===== src/tdr_pkg.sv =====
`default_nettype none

package tdr_pkg;

  ////////////////////////////////////////////////////////////////////////
  // Symbol and deserializer geometry
  localparam int SYM_W = 10;            // Bits per recovered symbol
  localparam int FIFO_DEPTH = 4;        // Raw characters in flight
  localparam logic [2:0] PCNT_RST = 3'h0;   // First bit pair of a char
  localparam logic [2:0] PCNT_LAST = 3'h4;  // Fifth and last bit pair

  ////////////////////////////////////////////////////////////////////////
  // The four control tokens sent during blanking
  localparam logic [9:0] TOK_CTL0 = 10'h354;
  localparam logic [9:0] TOK_CTL1 = 10'h0AB;
  localparam logic [9:0] TOK_CTL2 = 10'h154;
  localparam logic [9:0] TOK_CTL3 = 10'h2AB;

  // Token runs that count as proof of a clean sample point
  localparam logic [7:0] RUN_HDMI = 8'h0C;  // Short blanking run
  localparam logic [7:0] RUN_DVI = 8'h80;   // Long blanking run

  // Pixel cycles to wait for a token run, longer than one video line
  localparam logic [15:0] TIMEOUT_DEF = 16'h0898;

  ////////////////////////////////////////////////////////////////////////
  // Phase shift range of the clock synthesizer, in steps
  localparam logic signed [8:0] PHASE_MAX = 9'sh096;
  localparam logic signed [8:0] PHASE_MIN = -9'sh096;
  localparam logic signed [8:0] PHASE_HOME = 9'sh000;

  ////////////////////////////////////////////////////////////////////////
  // Aligner sequencing
  typedef enum logic [1:0] {ST_EVAL, ST_STEP, ST_ACK, ST_LOCK} tdr_state_e;

  // What the current phase sweep is looking for
  typedef enum logic [2:0] {
    GL_START,   // First look at the untouched phase
    GL_LEAVE,   // Start landed in an eye: walk out of it
    GL_EYE,     // Walking through jitter towards the next eye
    GL_JIT,     // Walking through the eye towards the next jitter
    GL_CENTRE,  // Stepping back to the eye middle
    GL_REWIND   // Range exhausted: return home and retry
  } tdr_goal_e;

  // Phase step request to the clock synthesizer
  typedef struct packed {
    logic en;   // One-cycle request pulse
    logic inc;  // 1 = later phase, 0 = earlier phase
  } tdr_step_s;

  // Recovered symbol towards deskew
  typedef struct packed {
    logic valid;
    logic [9:0] data;
  } tdr_sym_s;

  // Complete state of one lane
  typedef struct packed {
    logic [2:0] ck;                          // Pixel clock samples
    logic [9:0] shift;                       // Deserializer shifter
    logic [2:0] pcnt;                        // Bit pair counter
    logic raw_v;                             // Window holds data
    logic [19:0] win;                        // Last two raw chars
    logic [3:0] off;                         // Word boundary offset
    logic [7:0] run;                         // Consecutive tokens
    logic [15:0] timer;                      // Pixel cycles waited
    tdr_state_e state;
    tdr_goal_e goal;
    logic signed [8:0] pos;                  // Net phase steps
    logic signed [8:0] eye_start_phase;
    logic signed [8:0] jitter_start_phase;
    logic [8:0] back;                        // Steps left to centre
    tdr_step_s step;
    logic lock;
    tdr_sym_s sym;
  } tdr_lane_s;

  localparam tdr_lane_s LANE_RST = '0;

  // True when a ten-bit word is one of the control tokens
  function automatic logic tdr_is_token(input logic [9:0] w);
    return (w == TOK_CTL0) || (w == TOK_CTL1) ||
           (w == TOK_CTL2) || (w == TOK_CTL3);
  endfunction

endpackage

`default_nettype wire


===== src/tdr_fifo.sv =====
`timescale 1ns/10ps
`default_nettype none

module tdr_fifo #(
  parameter int WIDTH = 10,
  parameter int DEPTH = 4
) (
  // Clock and reset
  input wire logic clk_in,
  input wire logic reset_n_in,
  // Fill side
  input wire logic wr_valid_in,
  output logic wr_ready_out,
  input wire logic [WIDTH-1:0] wr_data_in,
  // Drain side
  output logic rd_valid_out,
  input wire logic rd_ready_in,
  output logic [WIDTH-1:0] rd_data_out
);

  localparam int AW = (DEPTH > 1) ? $clog2(DEPTH) : 1;
  localparam logic [AW:0] CNT_FULL = (AW + 1)'(DEPTH);

  // Depth must be a power of two so the pointers wrap by themselves
  if (DEPTH < 2 || (DEPTH & (DEPTH - 1)) != 0) begin : g_bad_depth
    $error("tdr_fifo: DEPTH must be a power of two, at least 2");
  end
  if (WIDTH < 1) begin : g_bad_width
    $error("tdr_fifo: WIDTH must be at least 1");
  end

  // Whole buffer state
  typedef struct packed {
    logic [DEPTH-1:0][WIDTH-1:0] mem;  // Storage words
    logic [AW-1:0] wp;                 // Next slot to fill
    logic [AW-1:0] rp;                 // Next slot to drain
    logic [AW:0] cnt;                  // Words held
  } tdr_fifo_s;

  tdr_fifo_s r;
  tdr_fifo_s n;
  logic push;
  logic pop;

  ////////////////////////////////////////////////////////////////////////
  // Honest flags straight from the fill count
  assign wr_ready_out = (r.cnt != CNT_FULL);
  assign rd_valid_out = (r.cnt != '0);
  assign rd_data_out = r.mem[r.rp];
  assign push = wr_valid_in && wr_ready_out;
  assign pop = rd_valid_out && rd_ready_in;

  ////////////////////////////////////////////////////////////////////////
  // Next buffer state
  always_comb begin
    n = r;
    if (push) begin
      n.mem[r.wp] = wr_data_in;
      n.wp = r.wp + 1'b1;
    end
    if (pop) begin
      n.rp = r.rp + 1'b1;
    end
    // Count only moves when one side acts alone
    if (push && !pop) begin
      n.cnt = r.cnt + 1'b1;
    end else if (pop && !push) begin
      n.cnt = r.cnt - 1'b1;
    end
  end

  // State register
  always_ff @(posedge clk_in or negedge reset_n_in) begin
    if (!reset_n_in) begin
      r <= '0;
    end else begin
      r <= n;
    end
  end

endmodule

`default_nettype wire


===== src/tdr_lane.sv =====
`timescale 1ns/10ps
`default_nettype none

module tdr_lane #(
  // Pixel cycles allowed per trial phase
  parameter logic [15:0] TIMEOUT_PIX = tdr_pkg::TIMEOUT_DEF
) (
  // Clock and reset
  input wire logic clk_in,
  input wire logic reset_n_in,
  // Forwarded pixel clock pin
  input wire logic pix_clk_in,
  // Bit pairs from the dual-edge input register
  input wire logic rise_bit_in,
  input wire logic fall_bit_in,
  input wire logic pair_valid_in,
  output logic pair_ready_out,
  // Phase step handshake with the clock synthesizer
  output var tdr_pkg::tdr_step_s ps_req_out,
  input wire logic ps_done_in,
  // Lock state of the two other lanes
  input wire logic [1:0] peers_locked_in,
  // Results
  output logic lock_out,
  output var tdr_pkg::tdr_sym_s symbol_out,
  output logic signed [8:0] phase_pos_out
);

  ////////////////////////////////////////////////////////////////////////
  // Parameter checks

  // A timeout shorter than a long token run could never see one
  if (TIMEOUT_PIX <= 16'(tdr_pkg::RUN_DVI)) begin : g_bad_timeout
    $error("tdr_lane: TIMEOUT_PIX must exceed the long token run");
  end

  ////////////////////////////////////////////////////////////////////////
  // Declarations

  tdr_pkg::tdr_lane_s r;         // Registered lane state
  tdr_pkg::tdr_lane_s n;         // Next lane state
  logic pix_en;                  // One cycle per pixel clock rise
  logic char_push;               // Fifth pair completes a character
  logic [9:0] char_word;         // Character being completed
  logic fifo_ready;              // Room for another character
  logic raw_valid;               // A raw character is waiting
  logic [9:0] raw_data;          // Oldest raw character
  logic [9:0] hit;               // Token seen at each offset
  logic [9:0] cur_word;          // Word at the chosen offset
  logic cur_tok;                 // That word is a token
  logic [3:0] first_hit;         // Lowest offset holding a token
  logic [7:0] run_nxt;           // Token run after this pixel
  logic decide;                  // Trial phase has a verdict
  logic eye;                     // Verdict: sample point is clean
  logic signed [9:0] span;       // Jitter start minus eye start
  logic at_limit;                // Next step would leave the range

  ////////////////////////////////////////////////////////////////////////
  // Pixel clock edge finder

  // The pixel clock has no idle level, so an edge seen just after reset
  // is harmless: the buffer is still empty and nothing is popped
  // Pixel clock only sampled; rising edge gives the pixel enable
  assign pix_en = r.ck[1] && !r.ck[2];

  ////////////////////////////////////////////////////////////////////////
  // Deserializer front end

  // Five pairs of bits per pixel make the ten-bit character
  assign char_push = pair_valid_in && (r.pcnt == tdr_pkg::PCNT_LAST);
  // The rising bit came from the true fast clock and the falling bit from
  // the inverted one, so each pair covers two bit times
  // Newest pair enters at the top, first bit ends in bit zero
  assign char_word = {fall_bit_in, rise_bit_in, r.shift[9:2]};
  // Stall the source when the last pair finds the buffer full
  assign pair_ready_out = !(r.pcnt == tdr_pkg::PCNT_LAST) || fifo_ready;

  ////////////////////////////////////////////////////////////////////////
  // Character buffer into the pixel-paced logic
  // Backpressure: the fifth pair waits rather than losing a character

  tdr_fifo #(
    .WIDTH(tdr_pkg::SYM_W),
    .DEPTH(tdr_pkg::FIFO_DEPTH)
  ) u_fifo (
    .clk_in(clk_in),
    .reset_n_in(reset_n_in),
    .wr_valid_in(char_push),
    .wr_ready_out(fifo_ready),
    .wr_data_in(char_word),
    .rd_valid_out(raw_valid),
    .rd_ready_in(pix_en),
    .rd_data_out(raw_data)
  );

  ////////////////////////////////////////////////////////////////////////
  // Token search over every offset of the two-character window
  // A token may straddle two raw characters, hence all ten offsets

  for (genvar k = 0; k < 10; k++) begin : g_hit
    assign hit[k] = tdr_pkg::tdr_is_token(r.win[k +: 10]);
  end

  // Word at the current boundary
  assign cur_word = r.win[r.off +: 10];
  assign cur_tok = hit[r.off];

  // Lowest offset that shows a token
  always_comb begin
    first_hit = 4'h0;
    for (int i = 9; i >= 0; i--) begin
      if (hit[i]) begin
        first_hit = 4'(i);
      end
    end
  end

  ////////////////////////////////////////////////////////////////////////
  // Trial phase verdict

  // Characters still buffered when a step lands were sampled at the old
  // phase; they are fewer than the short run, so they cannot fake an eye
  // Token run, held at the long run length once reached
  always_comb begin
    if (!cur_tok) begin
      run_nxt = 8'h00;
    end else if (r.run == tdr_pkg::RUN_DVI) begin
      run_nxt = r.run;
    end else begin
      run_nxt = r.run + 8'h01;
    end
  end

  // Either a short or a long run proves a clean sample point
  always_comb begin
    eye = (run_nxt == tdr_pkg::RUN_HDMI) ||
          (run_nxt == tdr_pkg::RUN_DVI);
    decide = 1'b0;
    if (r.state == tdr_pkg::ST_EVAL && pix_en && r.raw_v) begin
      // No run before the timeout means jitter
      decide = eye || (r.timer + 16'h0001 >= TIMEOUT_PIX);
    end
  end

  // Full width of the found eye
  assign span = 10'(r.pos) - 10'(r.eye_start_phase);

  // Refuse a step that would run past the synthesizer's range
  // Beyond it the real phase would stop while the net count kept going,
  // leaving the recorded eye edges meaningless
  always_comb begin
    if (r.step.inc) begin
      at_limit = (r.pos == tdr_pkg::PHASE_MAX);
    end else begin
      at_limit = (r.pos == tdr_pkg::PHASE_MIN);
    end
  end

  ////////////////////////////////////////////////////////////////////////
  // Next lane state

  always_comb begin
    n = r;
    n.step.en = 1'b0;

    // Two-stage synchroniser plus history for the edge finder
    n.ck = {r.ck[1], r.ck[0], pix_clk_in};

    // Shift in each pair; inverted-edge bit now sits in the true domain
    if (pair_valid_in && pair_ready_out) begin
      n.shift = char_word;
      if (r.pcnt == tdr_pkg::PCNT_LAST) begin
        n.pcnt = tdr_pkg::PCNT_RST;
      end else begin
        n.pcnt = r.pcnt + 3'h1;
      end
    end

    // One raw character per pixel slides the window along
    if (pix_en && raw_valid) begin
      n.win = {raw_data, r.win[19:10]};
      n.raw_v = 1'b1;
    end

    // Aligner: one trial per phase, one step outstanding at a time
    unique case (r.state)
      // Watch tokens at the present phase
      tdr_pkg::ST_EVAL: begin
        if (pix_en && r.raw_v) begin
          n.run = run_nxt;
          n.timer = r.timer + 16'h0001;
          // Move the boundary to a token seen at another offset
          if (!cur_tok && (hit != 10'h000)) begin
            n.off = first_hit;
            n.run = 8'h00;
          end
        end
        if (decide) begin
          n.state = tdr_pkg::ST_STEP;
          n.step.inc = 1'b1;
          if (r.goal == tdr_pkg::GL_START) begin
            // Landing in an eye means abandoning it first
            if (eye) begin
              n.goal = tdr_pkg::GL_LEAVE;
            end else begin
              n.goal = tdr_pkg::GL_EYE;
            end
          end else if (r.goal == tdr_pkg::GL_LEAVE) begin
            // Next jitter zone reached, now hunt the next eye
            if (!eye) begin
              n.goal = tdr_pkg::GL_EYE;
            end
          end else if (r.goal == tdr_pkg::GL_EYE) begin
            // First clean phase is where the eye opens
            if (eye) begin
              n.eye_start_phase = r.pos;
              n.goal = tdr_pkg::GL_JIT;
            end
          end else if (r.goal == tdr_pkg::GL_JIT) begin
            // First noisy phase after it is where jitter begins
            if (!eye) begin
              n.jitter_start_phase = r.pos;
              n.back = span[9:1];
              n.goal = tdr_pkg::GL_CENTRE;
              n.step.inc = 1'b0;
              if (span[9:1] == 9'h000) begin
                n.state = tdr_pkg::ST_LOCK;
              end
            end
          end
        end
      end

      // Issue one step, or give up the sweep at the range end
      tdr_pkg::ST_STEP: begin
        if (at_limit) begin
          n.goal = tdr_pkg::GL_REWIND;
          n.step.inc = (r.pos < tdr_pkg::PHASE_HOME);
          if (r.pos == tdr_pkg::PHASE_HOME) begin
            n.goal = tdr_pkg::GL_START;
            n.state = tdr_pkg::ST_EVAL;
            n.run = 8'h00;
            n.timer = 16'h0000;
          end
        end else begin
          n.step.en = 1'b1;
          if (r.step.inc) begin
            n.pos = r.pos + 9'sh001;
          end else begin
            n.pos = r.pos - 9'sh001;
          end
          n.state = tdr_pkg::ST_ACK;
        end
      end

      // Hold off until the synthesizer reports the step done
      tdr_pkg::ST_ACK: begin
        if (ps_done_in) begin
          if (r.goal == tdr_pkg::GL_CENTRE) begin
            // Back off without re-measuring until the middle
            n.back = r.back - 9'h001;
            if (r.back == 9'h001) begin
              n.state = tdr_pkg::ST_LOCK;
            end else begin
              n.state = tdr_pkg::ST_STEP;
            end
          end else if (r.goal == tdr_pkg::GL_REWIND) begin
            // Walk home, then start a fresh sweep
            if (r.pos == tdr_pkg::PHASE_HOME) begin
              n.goal = tdr_pkg::GL_START;
              n.state = tdr_pkg::ST_EVAL;
              n.run = 8'h00;
              n.timer = 16'h0000;
            end else begin
              n.state = tdr_pkg::ST_STEP;
            end
          end else begin
            // Fresh trial at the new phase
            n.state = tdr_pkg::ST_EVAL;
            n.run = 8'h00;
            n.timer = 16'h0000;
          end
        end
      end

      // Centred: boundary frozen, symbols flow every pixel
      tdr_pkg::ST_LOCK: begin
        n.lock = 1'b1;
        if (pix_en && r.raw_v) begin
          n.sym.data = cur_word;
        end
        // Valid trails lock by a cycle; deskew never sees a half-set lane
        // Deskew sees data only once every lane is aligned
        n.sym.valid = r.lock && (&peers_locked_in);
      end
    endcase
  end

  ////////////////////////////////////////////////////////////////////////
  // State register; this whole path exists once per lane
  // Reset loads constants only; the search restarts from the home phase

  always_ff @(posedge clk_in or negedge reset_n_in) begin
    if (!reset_n_in) begin
      r <= tdr_pkg::LANE_RST;
    end else begin
      r <= n;
    end
  end

  ////////////////////////////////////////////////////////////////////////
  // Outputs, all from the state register

  assign ps_req_out = r.step;
  assign lock_out = r.lock;
  assign symbol_out = r.sym;
  assign phase_pos_out = r.pos;

endmodule

`default_nettype wire


===== config.mk =====
export PLATFORM = sky130hd
export DESIGN_NAME = tdr_lane
export DESIGN_NICKNAME = d
export VERILOG_FILES = /design/src/tdr_pkg.sv /design/src/tdr_fifo.sv /design/src/tdr_lane.sv
export SDC_FILE = /design/constraint.sdc
export NUM_CORES = 1
export LEC_CHECK = 0
export BUFFER_PORTS_ARGS = -buffer_cell sky130_fd_sc_hd__clkbuf_2
export CAP_MARGIN = 40
export CORE_UTILIZATION = 40
export CTS_BUF_LIST = sky130_fd_sc_hd__clkbuf_8
export DETAILED_ROUTE_END_ITERATION = 12
export PLACE_DENSITY = 0.59
export SYNTH_ARGS = -nofsm -noshare
export SYNTH_HDL_FRONTEND = slang
export SYNTH_SLANG_ARGS = --single-unit

===== constraint.sdc =====
create_clock -name clk_in -period 3.8 [get_ports clk_in]
set_clock_uncertainty 0.05 [all_clocks]
set_input_delay 0.19 -clock clk_in [delete_from_list [all_inputs] [get_ports clk_in]]
set_output_delay 0.19 -clock clk_in [all_outputs]
set_load 0.03 [all_outputs]

==> flow_summary.ini, run 1 <==
[run_status]
status = completed

[synthesis]
synth_top_area_cell = dfrtp_1
synth.avg_cell_area_sq_um = 9.55
async_flop_share_pct = 100
syn-num-nets = 1076
ys_ff_latch = 156
yosys-top-cells-area = dfrtp_1 (40%), mux2_2 (8.7%), nand2_1 (4.5%), o21ai_0 (4.2%), ha_1 (4.1%)
synth_top_area_share_pct = 39.6
synth_area_sq_um = 9850
syn_inst = 1032
seq_area_frac_synth_pct = 39.6
ys_types = 88
yosys-top-cells-count = dfrtp_1 (156), nand2_1 (117), o21ai_0 (83)
synth_edf_count = 0
synth_top_flop_cell = dfrtp_1
synth_warnings = 0
yosysMostFrequentCell = dfrtp_1

[setup_path]
cp-start-kind = flop
cp_data_arrival_time_ns = 3.60
r2r-end = r[50]
worstRegToRegCells = 9
worstPathRequired_ns = 4.11
reg2reg_slack_ns = 0.50
crit_type = reg -> reg
reg2reg_from = r[90]
cp_max_fo = 15
critPathCaptureType = flop

[sta]
final_max_slew_viol_count = 0
fin_crit_sh_pct = 86.8
finalHoldViolations = 0
setup-tns-final_ns = 0
rsz0062_at_grt = no
max_freq_mhz = 303
min_period_ns = 3.30
max_slew.worst_pin.slew_ns = 0.830
slew_headroom_pct = 44.6
setup_viol = 0
fin_ws_ns = 0.501

[die]
die_w_microns = 159
placementRows = 57
ioPinCount = 33
core_sq_um = 24200
die_h_microns = 159
fp.dieArea_sq_um = 25300
start_util_pct = 40.6

[routing]
vias = 7548
dr.pass1.iters = 5
drt_first_iter_violations = 546
viasPerCell = 5.53
drc = 0
finalWirelength_mm = 21.8
route.antenna.remaining_nets = 0
routedWlPerCell_microns = 16.0

[pwr]
power_frac_comb_pct = 44.8
p_sw_mw = 3.43
p_seq_share_pct = 37.6
pwr-share-clk_pct = 17.6
internal_power_mw = 4.26
swShare_pct = 44.6
p_leak_nw = 4.53
power_density_nw_per_um2 = 720
ir_worst_vdd_uv = 263

[grt]
grt_overflow = 0
grt_pass1_vias = 7244
grt_max_degree = 87
grt_usage_pct = 18.0
antenna_found_initial = 0
grt_pass1_wl_mm = 37.4

[clocking]
clock_path_buffers = 2
numClockSinks = 156
cts_tree = yes
cts_setup_buffers = 0
clock_latency_ns = 0.48
ctsRootBufferMaster = clkbuf_8
holdBufCountCts = 7
post_cts_resized = 0
htreeDepth = 4
cts_inserted_buffers = 17
clk_pin_slew_ns = 0.12

[layout]
drive_gt1_share_pct = 19.0
stdcell_area_sq_um = 10700
utilization_pct = 44.1
syn_to_final_growth_pct = 8.46
n_fill_cell = 2367
antennaDiodeCount = 0
nNetsFinal = 1071

[placement]
preCtsSetupSlack_ns = 0.572
gp_congestion = 0.874
portBuffers = 32
dpl-instance-area_sq_um = 10200
dp_hpwl_mm = 15.2

[flow_run]
drv_cap = 0

[worst_hold_path]
hp-class = in -> async
==> critical path: stages, from the launching register on <==
cell	delay, ns
dfrtp_1	0.57
nor2b_1	0.42
nand2_1	0.10
o31ai_1	0.50
a2111oi_0	0.21
and3_1	0.32
nand2b_1	0.20
mux2i_1	0.12
or3_4	0.34
mux2_1	0.32
==> sequential cells by signal, indices dropped and copies added (netlist names) <==
name,count
r,76
u_fifo.r,47
symbol_out,11
phase_pos_out,9
char_word,8
n,2
ps_req_out,2
lock_out,1
==> cells by family after synthesis <==
| kind of cell | Yosys count | share of synthesized area, % |
|---|---|---|
| AOI/OAI and AO/OA | 225 | 14.4 |
| xor gates and xnor gates | 23 | 2.04 |
| adders and majority gates | 35 | 4.67 |
| buffers and inverters | 125 | 5.76 |
| DFF | 156 | 39.6 |
| muxes | 114 | 14.3 |
| and+or+nand+nor | 354 | 19.3 |
==> power by group through the flow <==
stage | Sequential [mW] | Combinational [mW] | Clock, mW
after detailed placement | 2.93 | 3.45 | 0
after global placement | 2.92 | 3.40 | 0
final | 2.90 | 3.44 | 1.35
after global routing | 3.00 | 3.84 | 1.47
after CTS | 2.89 | 3.46 | 1.40
after floorplan | 2.57 | 2.99 | 0
==> layer usage <==
metal	up-vias	global-route usage, %	share of wire, %	wire length (microns)
met5	-	0	0	0
met4	0	5.99	1.8	402
met3	31	2.97	3.2	691
met2	138	28.5	46	10000
met1	3657	25.0	49	10700
li1	3722	-	-	-
==> area by class of cell <==
cell class	instances	area, sq um	area share (%)
clock buffers	17	234	2.19
clock inverters	15	214	2.00
inverters	41	154	1.44
multi-input cells	751	5380	50.4
flip-flops and latches	156	3900	36.5
well taps	324	405	3.79
repair buffers	60	394	3.69
==> cell usage in the layout, fill, tap and decap left out, types with 9 or more instances in the layout <==
cell	instances
a21o_1	10
a21oi_1	48
a31oi_1	9
and3_1	10
buf_4	21
clkbuf_2	31
clkbuf_8	17
dfrtp_1	156
ha_1	32
inv_1	40
mux2_2	76
mux2i_1	23
mux4_2	13
nand2_1	117
nand2b_1	12
nand3_1	30
nand4_1	17
nor2_1	39
nor2b_1	13
nor3_1	38
o21ai_0	83
or3_1	9
xnor2_1	13
xor2_1	10
==> worst max path at each step <==
stage,startpoint,to,slack [ns],cells after the start
2_1_floorplan,r[71],r[50],0.66,11
3_3_place_gp,r[71],r[50],0.63,10
3_5_place_dp,r[71],r[50],0.57,10
4_1_cts,r[71],r[50],0.54,10
5_1_grt,r[90],r[76],0.27,9
6_report,r[90],r[50],0.50,9
==> per-stage QoR <==
step	std cells	hold WS (ns)	total power, mW
finish	1364	0.280	7.70
global route	1364	0.293	8.31
CTS	1364	0.271	7.76
detailed placement	1325	0.251	6.38
global placement	1325	0.257	6.31
floorplan	1032	-0.156	5.56
Note: power is estimated with default switching activity, not from simulation.
==> run 2: changes to the inputs <==
- CELL_PAD_IN_SITES_DETAIL_PLACEMENT: default -> 1
- CELL_PAD_IN_SITES_GLOBAL_PLACEMENT: default -> 1
- PLACE_DENSITY: 0.59 -> 0.71
==> flow_summary.ini, run 2 (synthesized netlist as in run 1, its figures left out) <==
[run_status]
status = completed

[routing]
finalWirelength_mm = 24.2
route.antenna.remaining_nets = 0
viasPerCell = 5.64
routedWlPerCell_microns = 17.7
dr.pass1.iters = 5
drc = 0
vias = 7675
drt_first_iter_violations = 505

[grt]
grt_max_degree = 70
grt_pass1_vias = 7835
grt_pass1_wl_mm = 41.2
grt_usage_pct = 19.9
antenna_found_initial = 0
grt_overflow = 0

[clocking]
ctsRootBufferMaster = clkbuf_8
holdBufCountCts = 7
htreeDepth = 4
clk_pin_slew_ns = 0.11
clock_latency_ns = 0.47
numClockSinks = 156
cts_inserted_buffers = 17
clock_path_buffers = 2
cts_tree = yes
post_cts_resized = 0
cts_setup_buffers = 0

[setup_path]
cp_max_fo = 14
crit_type = reg -> reg
worstPathRequired_ns = 4.09
cp-start-kind = flop
cp_data_arrival_time_ns = 3.78
critPathCaptureType = flop

[layout]
syn_to_final_growth_pct = 8.34
stdcell_count = 1362
antennaDiodeCount = 0
regMostFlops = r
layout_commonest_cell = dfrtp_1
largest_reg_flops = 76
drive_gt1_share_pct = 18.9
nNetsFinal = 1069
final_cell_mix = dfrtp_1 (156), nand2_1 (117), o21ai_0 (83), mux2_2 (76), a21oi_1 (48)

[sta]
slew_headroom_pct = 45.1
max_freq_mhz = 287
min_period_ns = 3.49
finalHoldViolations = 0
final_max_slew_viol_count = 0
setup_viol = 0
setup-tns-final_ns = 0
rsz0062_at_grt = no
fin_crit_sh_pct = 91.8
max_slew.worst_pin.slew_ns = 0.823

[flow_run]
drv_cap = 0

[placement]
dp_hpwl_mm = 17.3
portBuffers = 32
place_inst = 1323
gp_congestion = 0.915

[pwr]
ir_worst_vdd_uv = 321
p_leak_nw = 4.53
power_density_nw_per_um2 = 727

[die]
ioPinCount = 33
placementRows = 57
core_sq_um = 24200
die_h_microns = 159
start_util_pct = 40.6
fp.dieArea_sq_um = 25300
die_w_microns = 159

[worst_hold_path]
hp-class = in -> async
## run 2: changes by cell type in the layout (fill, tap and decap cells not counted)
cell,before,now
buf_4,21,17
clkinv_8,8,4
inv_8,3,7
buf_12,0,1
buf_16,0,1
clkinvlp_4,0,1
inv_12,2,1
## run 2: cell type report
class                           instances  area (sq um)
Clock buffer                           17           234
Clock inverter                         15           185
Fill cell                            2812         13600
Inverter                               41           154
Multi-Input combinational cell        751          5380
Sequential cell                       156          3900
Tap cell                              324           405
Timing Repair Buffer                   58           412
## run 2: worst paths after layout
kind	startpoint	endpoint	slack, ns	depth (start not counted)
max in group asynchronous	reset_n_in	u_fifo.r[30]	2.52	4
hold / removal	reset_n_in	r[73]	0.17	2
min in group clk_in	ps_done_in	r[51]	0.31	5
hold reg to reg	n[118]	n[119]	0.32	0
setup / recovery	r[92]	r[50]	0.31	9
setup reg to reg	r[92]	r[50]	0.31	9
## run 2: power breakdown
group / total [mW] / switching [mW] / internal [mW]
logic: 3.51 / 1.97 / 1.55
clock network: 1.33 / 0.811 / 0.516
registers: 2.92 / 0.722 / 2.20
total: 7.76 / 3.50 / 4.26
## run 2: critical path, cell delays in order, from the launching register on
cell,delay [ns]
dfrtp_1,0.63
nand3b_1,0.20
or3_1,0.34
o32ai_1,0.54
a32oi_1,0.16
and3_1,0.28
nand2b_1,0.31
mux2i_1,0.17
or3_4,0.35
mux2_1,0.31
## run 2: through the flow
step	power [mW]	area, sq um	hold WS [ns]	util, %	worst slack [ns]
6_report	7.76	10700	0.175	44.0	0.313
5_1_grt	8.38	10700	0.206	44.0	0.197
4_1_cts	7.84	10700	0.166	44.0	0.366
3_5_place_dp	6.47	10200	0.105	42.0	0.400
3_3_place_gp	6.34	10200	0.259	41.9	0.516
2_1_floorplan	5.56	9850	-0.156	-	0.662
## run 2: metal layers
metal	routed length, microns	vias to the layer above	track usage (%)
met4	388	0	5.90
met3	491	26	2.68
met5	0	-	0
met1	11900	3844	27.6
met2	11400	98	32.4
li1	-	3707	-
